[config.mk]
export PLATFORM = sky130hd
export DESIGN_NAME = t2wav_core
export DESIGN_NICKNAME = d
export VERILOG_FILES = /design/src/include/t2wav_pkg.sv /design/src/core/t2wav_core.sv
export SDC_FILE = /design/constraint.sdc
export NUM_CORES = 1
export LEC_CHECK = 0
export BUFFER_PORTS_ARGS = -buffer_cell sky130_fd_sc_hd__buf_2
export CAP_MARGIN = 0
export CORE_UTILIZATION = 45
export DETAILED_ROUTE_END_ITERATION = 6
export PLACE_DENSITY = 0.64
export SYNTH_ARGS = -nofsm -noshare
export SYNTH_HDL_FRONTEND = slang
export SYNTH_SLANG_ARGS = --single-unit
[constraint.sdc]
create_clock -name i_clk -period 7 [get_ports i_clk]
set_input_delay 0.7 -clock i_clk [delete_from_list [all_inputs] [get_ports i_clk]]
set_output_delay 0.7 -clock i_clk [all_outputs]
set_load 0.05 [all_outputs]
[src/include/t2wav_pkg.sv]
// Constants and types for the timer waveform output block
//
// Notes on behaviour
// - Nonzero output mode hands pin to compare output, except PWM toggle (A needs high bit, B never)
// - Pin driven only when direction bit is output
// - Non-PWM: off, toggle, clear, set on match
// - Fast PWM: match clears/sets, TOP does opposite
// - PWM mode 1 on A toggles only if high bit
// - Phase PWM: up-match and down-match act opposite
// - Compare equal TOP: ignore match, act at TOP
// - Control A bits 3:2 read zero, ignore writes
// - Low mode bits join high bit for mode
// - Mode decode: counting, TOP source, waveform kind
// - Compare reload timing and overflow flag points
// - Phase PWM counts up, one cycle at TOP, counts down
// - Fast PWM wraps to zero after TOP match
package t2wav_pkg;

  // ---------------------------------------------------------------
  // Register byte offsets
  // ---------------------------------------------------------------
  localparam logic [7:0] OFS_CTRL_A   = 8'h00;
  localparam logic [7:0] OFS_CTRL_B   = 8'h04;
  localparam logic [7:0] OFS_COUNT    = 8'h08;
  localparam logic [7:0] OFS_CMP_A    = 8'h0c;
  localparam logic [7:0] OFS_CMP_B    = 8'h10;
  localparam logic [7:0] OFS_PIN_DIR  = 8'h14;
  localparam logic [7:0] OFS_STATUS   = 8'h18;
  localparam logic [7:0] OFS_MASK     = 8'h1c;

  // ---------------------------------------------------------------
  // Field positions and masks
  // ---------------------------------------------------------------
  localparam int         CA_COM_A_LSB = 6;
  localparam int         CA_COM_B_LSB = 4;
  localparam logic [7:0] CA_WR_MASK   = 8'hf3;
  localparam int         CB_RUN       = 0;
  localparam int         CB_MODE_HI   = 3;
  localparam logic [7:0] CB_WR_MASK   = 8'h09;
  localparam int         ST_OVF       = 0;
  localparam int         ST_MATCH_A   = 1;
  localparam int         ST_MATCH_B   = 2;
  localparam logic [7:0] REG_RESET    = 8'h00;

  // ---------------------------------------------------------------
  // Counter values and mode codes
  // ---------------------------------------------------------------
  localparam logic [7:0] CNT_MAX      = 8'hff;
  localparam logic [7:0] CNT_BOTTOM   = 8'h00;
  localparam logic [2:0] MODE_NORMAL  = 3'h0;
  localparam logic [2:0] MODE_PC_FF   = 3'h1;
  localparam logic [2:0] MODE_CLR     = 3'h2;
  localparam logic [2:0] MODE_FAST_FF = 3'h3;
  localparam logic [2:0] MODE_PC_CA   = 3'h5;
  localparam logic [2:0] MODE_FAST_CA = 3'h7;
  localparam logic [1:0] COM_OFF      = 2'h0;
  localparam logic [1:0] COM_TOGGLE   = 2'h1;
  localparam logic [1:0] COM_CLEAR    = 2'h2;
  localparam logic [1:0] COM_SET      = 2'h3;

  typedef enum logic [1:0] {
    CLS_NORMAL,
    CLS_CLR,
    CLS_FAST,
    CLS_PHASE
  } t2wav_class_t;

endpackage

[src/core/t2wav_core.sv]
// Timer waveform generator with compare outputs and Wishbone registers
`timescale 1ns/1ps
module t2wav_core (
  input  wire logic        i_clk,             // 200 MHz clock
  input  wire logic        i_reset,           // Sync reset, active high
  input  wire logic        i_wb_cyc,          // Bus cycle
  input  wire logic        i_wb_stb,          // Bus strobe
  input  wire logic        i_wb_we,           // Write enable
  input  wire logic [7:0]  i_wb_adr,          // Byte address
  input  wire logic [3:0]  i_wb_sel,          // Byte lanes
  input  wire logic [31:0] i_wb_dat,          // Write data
  output logic      [31:0] o_wb_dat,          // Read data
  output logic             o_wb_ack,          // Acknowledge
  output logic             o_irq,             // Level interrupt
  output logic             o_compare_a_pin,   // Channel A level
  output logic             o_compare_a_oe,    // Channel A drive enable
  output logic             o_compare_a_owns,  // Channel A owns pin
  output logic             o_compare_b_pin,   // Channel B level
  output logic             o_compare_b_oe,    // Channel B drive enable
  output logic             o_compare_b_owns   // Channel B owns pin
);
  import t2wav_pkg::*;

  // ---------------------------------------------------------------
  // Pin update helper
  // ---------------------------------------------------------------
  function automatic logic pin_next(
    input t2wav_class_t cls,
    input logic [1:0]   com,
    input logic         tog_ok,
    input logic         match,
    input logic         top_ev,
    input logic         down,
    input logic         cmp_top,
    input logic         cur
  );
    logic r;
    logic inv;
    r   = cur;
    inv = com[0];
    if (cls == CLS_NORMAL || cls == CLS_CLR) begin
      case (com)
        COM_TOGGLE: if (match) r = ~cur;
        COM_CLEAR:  if (match) r = 1'b0;
        COM_SET:    if (match) r = 1'b1;
        default:    r = cur;
      endcase
    end else if (com == COM_TOGGLE) begin
      if (match && tog_ok) r = ~cur;
    end else if (com[1]) begin
      if (cmp_top) begin
        if (top_ev) r = ~inv;
      end else if (cls == CLS_FAST) begin
        if (match) r = inv;
        else if (top_ev) r = ~inv;
      end else begin
        if (match) r = down ? ~inv : inv;
      end
    end
    return r;
  endfunction

  function automatic logic owns_pin(
    input logic         pwm,
    input logic [1:0]   com,
    input logic         tog_ok
  );
    return (com != COM_OFF) && !(pwm && com == COM_TOGGLE && !tog_ok);
  endfunction

  // ---------------------------------------------------------------
  // State
  // ---------------------------------------------------------------
  logic [7:0]   ctrl_a_q;
  logic [7:0]   ctrl_b_q;
  logic [7:0]   cnt_q;
  logic         down_q;
  logic         blk_q;
  logic [7:0]   buf_a_q;
  logic [7:0]   buf_b_q;
  logic [7:0]   act_a_q;
  logic [7:0]   act_b_q;
  logic [1:0]   dir_q;
  logic [2:0]   status_q;
  logic [2:0]   mask_q;
  logic         pin_a_q;
  logic         pin_b_q;
  logic         ack_q;
  logic [31:0]  rdat_q;

  logic         req;
  logic         wr;
  logic         rd;
  logic [2:0]   mode;
  t2wav_class_t cls;
  logic         pwm;
  logic [7:0]   top;
  logic         tick;
  logic         at_top;
  logic         top_ev;
  logic         match_a;
  logic         match_b;
  logic         ovf_ev;
  logic [1:0]   com_a;
  logic [1:0]   com_b;
  logic         tog_a;
  logic [7:0]   rsel;

  // ---------------------------------------------------------------
  // Bus slave
  // ---------------------------------------------------------------
  assign req = i_wb_cyc && i_wb_stb && !ack_q;
  assign wr  = req && i_wb_we && i_wb_sel[0];
  assign rd  = req && !i_wb_we;

  always_comb begin
    case (i_wb_adr)
      OFS_CTRL_A:  rsel = ctrl_a_q;
      OFS_CTRL_B:  rsel = ctrl_b_q;
      OFS_COUNT:   rsel = cnt_q;
      OFS_CMP_A:   rsel = buf_a_q;
      OFS_CMP_B:   rsel = buf_b_q;
      OFS_PIN_DIR: rsel = {6'h00, dir_q};
      OFS_STATUS:  rsel = {5'h00, status_q};
      OFS_MASK:    rsel = {5'h00, mask_q};
      default:     rsel = 8'h00;
    endcase
  end

  always_ff @(posedge i_clk) begin
    if (i_reset) begin
      ack_q  <= 1'b0;
      rdat_q <= 32'h0000_0000;
    end else begin
      ack_q  <= req;
      rdat_q <= rd ? {24'h00_0000, rsel} : 32'h0000_0000;
    end
  end

  assign o_wb_ack = ack_q;
  assign o_wb_dat = rdat_q;

  // ---------------------------------------------------------------
  // Control registers
  // ---------------------------------------------------------------
  always_ff @(posedge i_clk) begin
    if (i_reset) begin
      ctrl_a_q <= REG_RESET;
      ctrl_b_q <= REG_RESET;
      buf_a_q  <= REG_RESET;
      buf_b_q  <= REG_RESET;
      dir_q    <= 2'h0;
      mask_q   <= 3'h0;
    end else if (wr) begin
      case (i_wb_adr)
        OFS_CTRL_A:  ctrl_a_q <= i_wb_dat[7:0] & CA_WR_MASK;
        OFS_CTRL_B:  ctrl_b_q <= i_wb_dat[7:0] & CB_WR_MASK;
        OFS_CMP_A:   buf_a_q  <= i_wb_dat[7:0];
        OFS_CMP_B:   buf_b_q  <= i_wb_dat[7:0];
        OFS_PIN_DIR: dir_q    <= i_wb_dat[1:0];
        OFS_MASK:    mask_q   <= i_wb_dat[2:0];
        default:     mask_q   <= mask_q;
      endcase
    end
  end

  // ---------------------------------------------------------------
  // Mode decode
  // ---------------------------------------------------------------
  // three-bit mode
  assign mode  = {ctrl_b_q[CB_MODE_HI], ctrl_a_q[1:0]};
  assign com_a = ctrl_a_q[CA_COM_A_LSB +: 2];
  assign com_b = ctrl_a_q[CA_COM_B_LSB +: 2];
  assign tog_a = ctrl_b_q[CB_MODE_HI];

  always_comb begin
    case (mode)
      MODE_PC_FF:   begin cls = CLS_PHASE;  top = CNT_MAX; end
      MODE_CLR:     begin cls = CLS_CLR;    top = act_a_q; end
      MODE_FAST_FF: begin cls = CLS_FAST;   top = CNT_MAX; end
      MODE_PC_CA:   begin cls = CLS_PHASE;  top = act_a_q; end
      MODE_FAST_CA: begin cls = CLS_FAST;   top = act_a_q; end
      default:      begin cls = CLS_NORMAL; top = CNT_MAX; end
    endcase
  end

  assign pwm     = (cls == CLS_FAST) || (cls == CLS_PHASE);
  assign tick    = ctrl_b_q[CB_RUN];
  assign at_top  = tick && (cnt_q == top) && !down_q;
  assign top_ev  = at_top && pwm;
  assign match_a = tick && !blk_q && (cnt_q == act_a_q);
  assign match_b = tick && !blk_q && (cnt_q == act_b_q);

  always_comb begin
    if (cls == CLS_PHASE)
      ovf_ev = tick && down_q && (cnt_q == CNT_BOTTOM);
    else if (mode == MODE_FAST_CA)
      ovf_ev = tick && (cnt_q == top);
    else
      ovf_ev = tick && (cnt_q == CNT_MAX);
  end

  // ---------------------------------------------------------------
  // Counter
  // ---------------------------------------------------------------
  always_ff @(posedge i_clk) begin
    if (i_reset) begin
      cnt_q  <= CNT_BOTTOM;
      down_q <= 1'b0;
    end else if (wr && i_wb_adr == OFS_COUNT) begin
      cnt_q  <= i_wb_dat[7:0];
    end else if (tick) begin
      case (cls)
        // dual slope, one cycle at ends
        CLS_PHASE: begin
          if (!down_q) begin
            if (cnt_q >= top) begin
              down_q <= (top != CNT_BOTTOM);
              cnt_q  <= (top == CNT_BOTTOM) ? CNT_BOTTOM : cnt_q - 8'h01;
            end else begin
              cnt_q  <= cnt_q + 8'h01;
            end
          end else if (cnt_q == CNT_BOTTOM) begin
            down_q <= 1'b0;
            cnt_q  <= (top == CNT_BOTTOM) ? CNT_BOTTOM : 8'h01;
          end else begin
            cnt_q  <= cnt_q - 8'h01;
          end
        end
        CLS_FAST, CLS_CLR: begin
          down_q <= 1'b0;
          cnt_q  <= (cnt_q == top) ? CNT_BOTTOM : cnt_q + 8'h01;
        end
        default: begin
          down_q <= 1'b0;
          cnt_q  <= cnt_q + 8'h01;
        end
      endcase
    end
  end

  // Counter write blocks the next match
  always_ff @(posedge i_clk) begin
    if (i_reset)
      blk_q <= 1'b0;
    else if (wr && i_wb_adr == OFS_COUNT)
      blk_q <= 1'b1;
    else if (tick)
      blk_q <= 1'b0;
  end

  // ---------------------------------------------------------------
  // Active compare values
  // ---------------------------------------------------------------
  always_ff @(posedge i_clk) begin
    if (i_reset) begin
      act_a_q <= REG_RESET;
      act_b_q <= REG_RESET;
    end else if (!pwm || at_top) begin
      act_a_q <= buf_a_q;
      act_b_q <= buf_b_q;
    end
  end

  // ---------------------------------------------------------------
  // Output waveforms
  // ---------------------------------------------------------------
  always_ff @(posedge i_clk) begin
    if (i_reset) begin
      pin_a_q <= 1'b0;
      pin_b_q <= 1'b0;
    end else begin
      pin_a_q <= pin_next(cls, com_a, tog_a, match_a, top_ev, down_q,
                          act_a_q == top, pin_a_q);
      pin_b_q <= pin_next(cls, com_b, 1'b0, match_b, top_ev, down_q,
                          act_b_q == top, pin_b_q);
    end
  end

  assign o_compare_a_owns = owns_pin(pwm, com_a, tog_a);
  assign o_compare_b_owns = owns_pin(pwm, com_b, 1'b0);
  // drive only when set as output
  assign o_compare_a_oe   = o_compare_a_owns && dir_q[0];
  assign o_compare_b_oe   = o_compare_b_owns && dir_q[1];
  assign o_compare_a_pin  = pin_a_q;
  assign o_compare_b_pin  = pin_b_q;

  // ---------------------------------------------------------------
  // Interrupt status
  // ---------------------------------------------------------------
  always_ff @(posedge i_clk) begin
    if (i_reset) begin
      status_q <= 3'h0;
    end else begin
      // Read clears, new event wins
      status_q <= ((rd && i_wb_adr == OFS_STATUS) ? 3'h0 : status_q)
                | {match_b, match_a, ovf_ev};
    end
  end

  assign o_irq = |(status_q & mask_q);

endmodule // t2wav_core

* Word-level counts from Yosys, hierarchy flattened
Cells that the tools add are included.
** Word-level totals
- Register bits :: 93
- Input bits :: 49
- Logic and storage cells :: 175
** Cells by class
- Eq/ne operators :: 37
- Bitwise gates (word level) :: 8
- $lt $le $gt $ge :: 1
- Muxes and demuxes :: 48
- Reduce and logical (&&, ||, !) cells :: 62
- Add/sub/neg operators :: 2
** Operator list (number)
- $mux W8 :: 8
- $pmux W8 S8 :: 1
- $eq A8 B8 Y1 :: 5
- $mux W1 :: 34
- $eq A8 B5 Y1 const B :: 4
- $logic_and A1 B1 Y1 :: 24
- $logic_not A8 Y1 :: 3
- $eq A8 B4 Y1 const B :: 2
- $pmux W8 S2 :: 1
- $ne A3 B3 Y1 const B :: 5
- $reduce_and A2 Y1 :: 7
- $reduce_and A7 Y1 :: 2
- $eq A2 B2 Y1 const B :: 6
- $add A8 B1 Y8 const B :: 1
- $eq A8 B3 Y1 const B :: 1
- $eq A8 B8 Y1 const B :: 1
- $ge A8 B8 Y1 :: 1
- $logic_not A1 Y1 :: 8
- $ne A4 B1 Y1 const B :: 2
- $reduce_bool A2 Y1 :: 4
- $reduce_bool A8 Y1 :: 1
- $reduce_or A2 Y1 :: 4
- $sub A8 B1 Y8 const B :: 1
- $eq A2 B1 Y1 const B :: 3
- 17 further kinds :: 29

* Depth between registers and ports, before layout
- Depth after elaboration :: 14
- Depth in mapped cells :: 13

* Least setup slack after synthesis
No wires, ideal clock.
- Kind :: flip-flop to output port
- Start :: reg ctrl_a_q[4]
- End :: out o_compare_b_oe
- Required time :: 6.300 ns
- Path slack :: 4.031 ns
- Buffers on the path :: 1
- Stages on the path, launching flop included :: 5
- Data arrival time :: 2.269 ns
- Cells stage by stage :: dfxtp_1 clkbuf_1 inv_1 o21ai_0 and2_1
** Between the ends
- Cells in the longest elaborated chain, start to end :: 5
** Ends and longest elaborated chain
- start: declaration :: line t2wav_core.sv:74 : logic [7:0] ctrl_a_q;
- start signal: assignment :: line t2wav_core.sv:156 : OFS_CTRL_A: ctrl_a_q <= i_wb_dat[7:0] & CA_WR_MASK;
- $eq A2 B1 Y1 :: line t2wav_core.sv:68 : return (com != COM_OFF) && !(pwm && com == COM_TOGGLE && !tog_ok);
- $logic_and A1 B1 Y1 :: line t2wav_core.sv:68
- $logic_not A1 Y1 :: line t2wav_core.sv:68
- $logic_and A1 B1 Y1 * :: line t2wav_core.sv:68
- via o_compare_b_owns :: line t2wav_core.sv:20 : output logic o_compare_b_owns
- $logic_and A1 B1 Y1 * :: line t2wav_core.sv:284 : assign o_compare_b_oe = o_compare_b_owns && dir_q[1];
- end: declaration :: line t2wav_core.sv:19 : output logic o_compare_b_oe,
Mark *: on every way through the listed nets, which the timed path passes. The rest lies on a longest branch.

* Worst setup path after layout
- Start :: reg ctrl_a_q[0]
- End :: reg act_a_q[1]
** Between the ends
- Cells in the longest elaborated chain, start to end :: 7
** Ends and longest elaborated chain
- $eq A3 B3 Y1 (tied with other cells) :: line t2wav_core.sv:177 : case (mode)
- $reduce_or A3 Y1 (no source line) or $reduce_or A2 Y1 (tied branches)
- $mux W8 or $pmux W2 S3 (tied branches) :: line t2wav_core.sv:177
- $eq A8 B8 Y1 or $eq A2 B2 Y1 (tied branches) :: line t2wav_core.sv:189, t2wav_core.sv:187
- $logic_and A1 B1 Y1 or $logic_or A1 B1 Y1 (tied branches) :: line t2wav_core.sv:189, t2wav_core.sv:187
- $logic_and A1 B1 Y1 or $logic_not A1 Y1 (tied branches) :: line t2wav_core.sv:189, t2wav_core.sv:259
- $logic_or A1 B1 Y1 * :: line t2wav_core.sv:259 : end else if (!pwm || at_top) begin
- end signal: assignment :: line t2wav_core.sv:260 : act_a_q <= buf_a_q;
- end: declaration :: line t2wav_core.sv:81 : logic [7:0] act_a_q;
Every way passes the cells marked *; elsewhere a longest branch is shown, timed or not.
A chain may end at the register's enable or synchronous reset.

==> impl_metrics.prom <==
# TYPE chip_impl_metric gauge
chip_impl_metric{name="reg2reg_slack",unit="ns"} 3.13
chip_impl_info{name="critical-path-top-delay-family",value="simple AND/OR/NAND/NOR gates"} 1
chip_impl_metric{name="final_cell_area",unit="mm²"} 0.004817
chip_impl_metric{name="timing.max_slew.rel_slack",unit="%"} 29.27
chip_impl_metric{name="globalRouteOverflowTotal",unit=""} 0
chip_impl_metric{name="grt_first_pass_wirelength",unit="mm"} 19.51
chip_impl_metric{name="report.final.setup_viol",unit=""} 0
chip_impl_metric{name="viasPerCell",unit=""} 5.748
chip_impl_info{name="critPathSlowestCell",value="sky130_fd_sc_hd__nand2b_1"} 1
chip_impl_metric{name="arrival_time_worst_endpoint",unit="ns"} 4.10
chip_impl_info{name="path_common_cell",value="sky130_fd_sc_hd__nor2_1"} 1
chip_impl_metric{name="critPathRequiredTime",unit="ns"} 7.22
chip_impl_metric{name="async_reset_ff_share",unit="%"} 0
chip_impl_metric{name="critical_path_max_stage_delay",unit="ns"} 0.89
chip_impl_metric{name="critPathMaxFanout",unit=""} 18
chip_impl_metric{name="yosysSeqAreaShare",unit="%"} 30.18
chip_impl_info{name="top_cell_type_by_total_area_after_synthesis",value="sky130_fd_sc_hd__dfxtp_1"} 1
chip_impl_metric{name="post-route-drc-count",unit=""} 0
chip_impl_metric{name="timing.final.max_slew_violations",unit=""} 0
chip_impl_metric{name="initialDrtViolationCount",unit=""} 297
chip_impl_metric{name="grt_max_degree",unit=""} 64
chip_impl_metric{name="die_x",unit="µm"} 102.9
chip_impl_metric{name="cts_setup_buffers",unit=""} 0
chip_impl_metric{name="synth_edf_count",unit=""} 0
chip_impl_metric{name="yosysUniqueCellTypes",unit=""} 75
chip_impl_info{name="status",value="finished clean"} 1
chip_impl_metric{name="final.min_clock_period",unit="ns"} 3.873
chip_impl_metric{name="report.final.hold_viol_count",unit=""} 0
chip_impl_metric{name="design.portCount",unit=""} 89
chip_impl_metric{name="final_stage_net_count",unit=""} 626
chip_impl_metric{name="antenna_found_initial",unit=""} 0
chip_impl_metric{name="cts_hold_buf",unit=""} 0
chip_impl_info{name="min_path_type",value="register to register"} 1
chip_impl_metric{name="drt-wirelength-per-cell",unit="µm"} 17.63
chip_impl_metric{name="power.static_leakage",unit="nW"} 2.053
chip_impl_metric{name="yosys_warnings",unit=""} 0
chip_impl_metric{name="track_usage",unit="%"} 24.77
chip_impl_metric{name="fp-row-count",unit=""} 36
chip_impl_metric{name="power_density_normalized_to_cell_area",unit="mW/mm²"} 161.2
chip_impl_metric{name="period_share",unit="%"} 55.33
chip_impl_metric{name="yosys.area.top_type_share",unit="%"} 30.18
chip_impl_metric{name="num_vias",unit=""} 4029
chip_impl_info{name="synth.area.top_cells",value="sky130_fd_sc_hd__dfxtp_1, sky130_fd_sc_hd__mux2i_1, sky130_fd_sc_hd__nor2_1, sky130_fd_sc_hd__buf_4, sky130_fd_sc_hd__ha_1"} 1
chip_impl_metric{name="clk_path_buf_depth",unit=""} 2
chip_impl_metric{name="core-area",unit="mm²"} 0.009819
chip_impl_metric{name="layout-drive-gt1-share",unit="%"} 13.03
chip_impl_metric{name="dpl_cell_area",unit="mm²"} 0.004637
chip_impl_metric{name="post_drt_antenna_nets",unit=""} 0
chip_impl_metric{name="latest_clock_arrival_within_the_worst_skew_pair",unit="ns"} 0.36
chip_impl_info{name="grt_setup_unrepaired",value="no"} 1
chip_impl_metric{name="worst_slew_pin_slew",unit="ns"} 1.061
chip_impl_info{name="worstSetupEndpointType",value="register"} 1
chip_impl_metric{name="postCtsResizedCells",unit=""} 0
chip_impl_metric{name="post-dp-hpwl",unit="mm"} 8.974
chip_impl_metric{name="worst_setup_slack_after_layout",unit="ns"} 3.127
chip_impl_metric{name="ir_worst_vdd",unit="V"} 0.00009566
chip_impl_info{name="critPathKind",value="register to register"} 1
chip_impl_metric{name="timing.hold.worst_path_depth",unit=""} 2
chip_impl_metric{name="worst-path-buf-inv",unit=""} 0
chip_impl_metric{name="cap_viol_max_count",unit=""} 0
chip_impl_metric{name="ctsHtreeMaxLevel",unit=""} 3
chip_impl_metric{name="globalplace.congestion",unit=""} 0.8637
chip_impl_metric{name="io_buffer_count",unit=""} 37
chip_impl_metric{name="number_of_synthesized_register_bits",unit=""} 69
chip_impl_metric{name="worst_hold_check_slack",unit="ns"} 0.4809
chip_impl_metric{name="ff2ff_path_depth",unit=""} 9
chip_impl_metric{name="first_global_vias",unit=""} 3684
chip_impl_metric{name="die_area",unit="mm²"} 0.01058
chip_impl_metric{name="finalClockSkew",unit="ns"} 0.01384
chip_impl_metric{name="routed_wirelength",unit="mm"} 12.36
chip_impl_metric{name="cts.sink_count",unit=""} 69
chip_impl_metric{name="numCtsBuffers",unit=""} 9
chip_impl_metric{name="setup_tns",unit="ns"} 0
chip_impl_info{name="worst_r2r_startpoint",value="ctrl_a_q[0]"} 1
chip_impl_metric{name="path_clk_slew",unit="ns"} 0.08
chip_impl_info{name="hp-start",value="blk_q"} 1
chip_impl_metric{name="final_cells",unit=""} 701
chip_impl_info{name="ys.flop_type",value="sky130_fd_sc_hd__dfxtp_1"} 1
chip_impl_metric{name="areaGrowthSynthToFinish",unit="%"} 5.249
chip_impl_info{name="tritoncts",value="done"} 1
chip_impl_info{name="crit_chain",value="nor3b_4 > nor2_2 > nor2_1 > ha_1 > nand4_1 > nor4b_2 > nand2b_1 > mux2i_1 > nor2_1"} 1
chip_impl_metric{name="effective_utilization_at_floorplan",unit="%"} 46.61
chip_impl_metric{name="diodes",unit=""} 0
chip_impl_metric{name="achievable-frequency",unit="MHz"} 258.2
chip_impl_info{name="r2r-end",value="act_a_q[1]"} 1
chip_impl_metric{name="dpl_worst_slack",unit="ns"} 3.139
chip_impl_metric{name="syn_avg_cell_area",unit="µm²"} 8.291
chip_impl_info{name="min_to",value="blk_q"} 1
chip_impl_metric{name="post-place-cells",unit=""} 685
chip_impl_metric{name="die-height",unit="µm"} 102.9
chip_impl_info{name="startpoint_type",value="register"} 1
chip_impl_metric{name="drt_pass1_iterations",unit=""} 7
chip_impl_info{name="cts_root_buf",value="sky130_fd_sc_hd__clkbuf_8"} 1
chip_impl_metric{name="post_synth_inst_count",unit=""} 552
chip_impl_metric{name="netlist_area",unit="mm²"} 0.004577
power by group:
part	switching, mW	internal (mW)	leakage [nW]	total, mW
Combinational	0.0552	0.0150	1.41	0.0702
Sequential	0.00489	0.393	0.556	0.398
Clock	0.175	0.133	0.0906	0.308
Total	0.235	0.541	2.05	0.776
Yosys cell counts, drive strengths merged, types with 3 or more instances:
cell and n:
or2 3, a21oi 30, nor2 79, a221oi 4
a31oi 7, a21o 3, ha 14, clkbuf 21
buf 40, nand3 18, inv 18, nand4bb 4
o32a 3, and3 7, nand4 6, nor4 7
mux2i 48, a311oi 3, xnor2 14, o21ai 20
dfxtp 69, a32o 4, nor2b 8, o221ai 3
nor3b 4, xor2 12, nand2b 10, o211ai 3
o31ai 5, nand2 33, nor3 11, and2 3
sequential cells by signal (all words and copies together) (netlist names), 3 cells and up:
signal / cells
status_q: 3
buf_a_q: 8
ctrl_a_q: 6
act_a_q: 8
cnt_q: 8
o_wb_dat: 8
buf_b_q: 8
act_b_q: 8
mask_q: 3
how the worst max path moves through the flow:
stage               cells past startpoint        endpoint        start  slack, ns
finish                                  9      act_a_q[1]  ctrl_a_q[0]       3.13
global route                            9      act_b_q[4]  ctrl_a_q[0]       2.83
CTS                                     9      act_a_q[1]  ctrl_a_q[0]       3.13
detailed placement                      9      act_b_q[0]  ctrl_a_q[0]       3.14
global placement                        9      act_a_q[1]  ctrl_a_q[0]       3.17
floorplan                               4  o_compare_b_oe  ctrl_a_q[4]       4.03
final cells by class:
cell class | instances | area, µm²
clock inverter | 7 | 56.30
clock buffer | 9 | 123.9
inverter | 18 | 67.56
fill | 977 | 5002
multi-input combinational | 426 | 2821
tap | 133 | 166.4
timing repair buffer | 39 | 200.2
sequential | 69 | 1381
placed cells by master (no fill, tap or decap), drive strengths merged, types with 9 or more instances in the layout:
cell,netlist,routed
a21oi,30,30
nand2,33,33
xor2,12,12
ha,14,14
o21ai,20,20
buf,40,39
mux2i,48,48
nor3,11,11
nand3,18,18
inv,18,21
dfxtp,69,69
nand2b,10,10
conb,1,24
xnor2,14,14
clkbuf,21,9
nor2,79,79
cells by family (layout without fill, tap and decap cells):
kind of cell / count (synthesis) / after routing / share of synthesized area (%)
simple gates: 204 / 204 / 22.72
compound gates: 106 / 106 / 16.18
buf+inv: 80 / 73 / 10.06
flops: 69 / 69 / 30.18
mux: 52 / 52 / 11.97
xor+xnor: 26 / 26 / 4.975
fa+ha+maj: 14 / 14 / 3.827
other cells: 1 / 24 / 0.08193
metrics by stage:
stage / total power, mW / utilization [%]
floorplan: 0.4722 / -
global placement: 0.4761 / 47.22
detailed placement: 0.4769 / 47.22
CTS: 0.7832 / 49.06
global route: 0.8032 / 49.06
finish: 0.7764 / 49.06
routing by layer:
| layer | track usage (%) | vias up | part of all wire (%) |
|---|---|---|---|
| met5 | 0 | - | 0 |
| met4 | 10.29 | 0 | 2.6 |
| met3 | 5.627 | 29 | 6.6 |
| met2 | 38.15 | 167 | 46 |
| met1 | 33.38 | 1901 | 45 |
| li1 | - | 1932 | - |
worst reg2reg max path: stages, from the launching register on:
cell	delay (ns)
sky130_fd_sc_hd__dfxtp_1	0.81
sky130_fd_sc_hd__nor3b_4	0.14
sky130_fd_sc_hd__nor2_2	0.32
sky130_fd_sc_hd__nor2_1	0.08
sky130_fd_sc_hd__ha_1	0.32
sky130_fd_sc_hd__nand4_1	0.22
sky130_fd_sc_hd__nor4b_2	0.61
sky130_fd_sc_hd__nand2b_1	0.90
sky130_fd_sc_hd__mux2i_1	0.29
sky130_fd_sc_hd__nor2_1	0.06
Power figures use the tool's default switching activity.
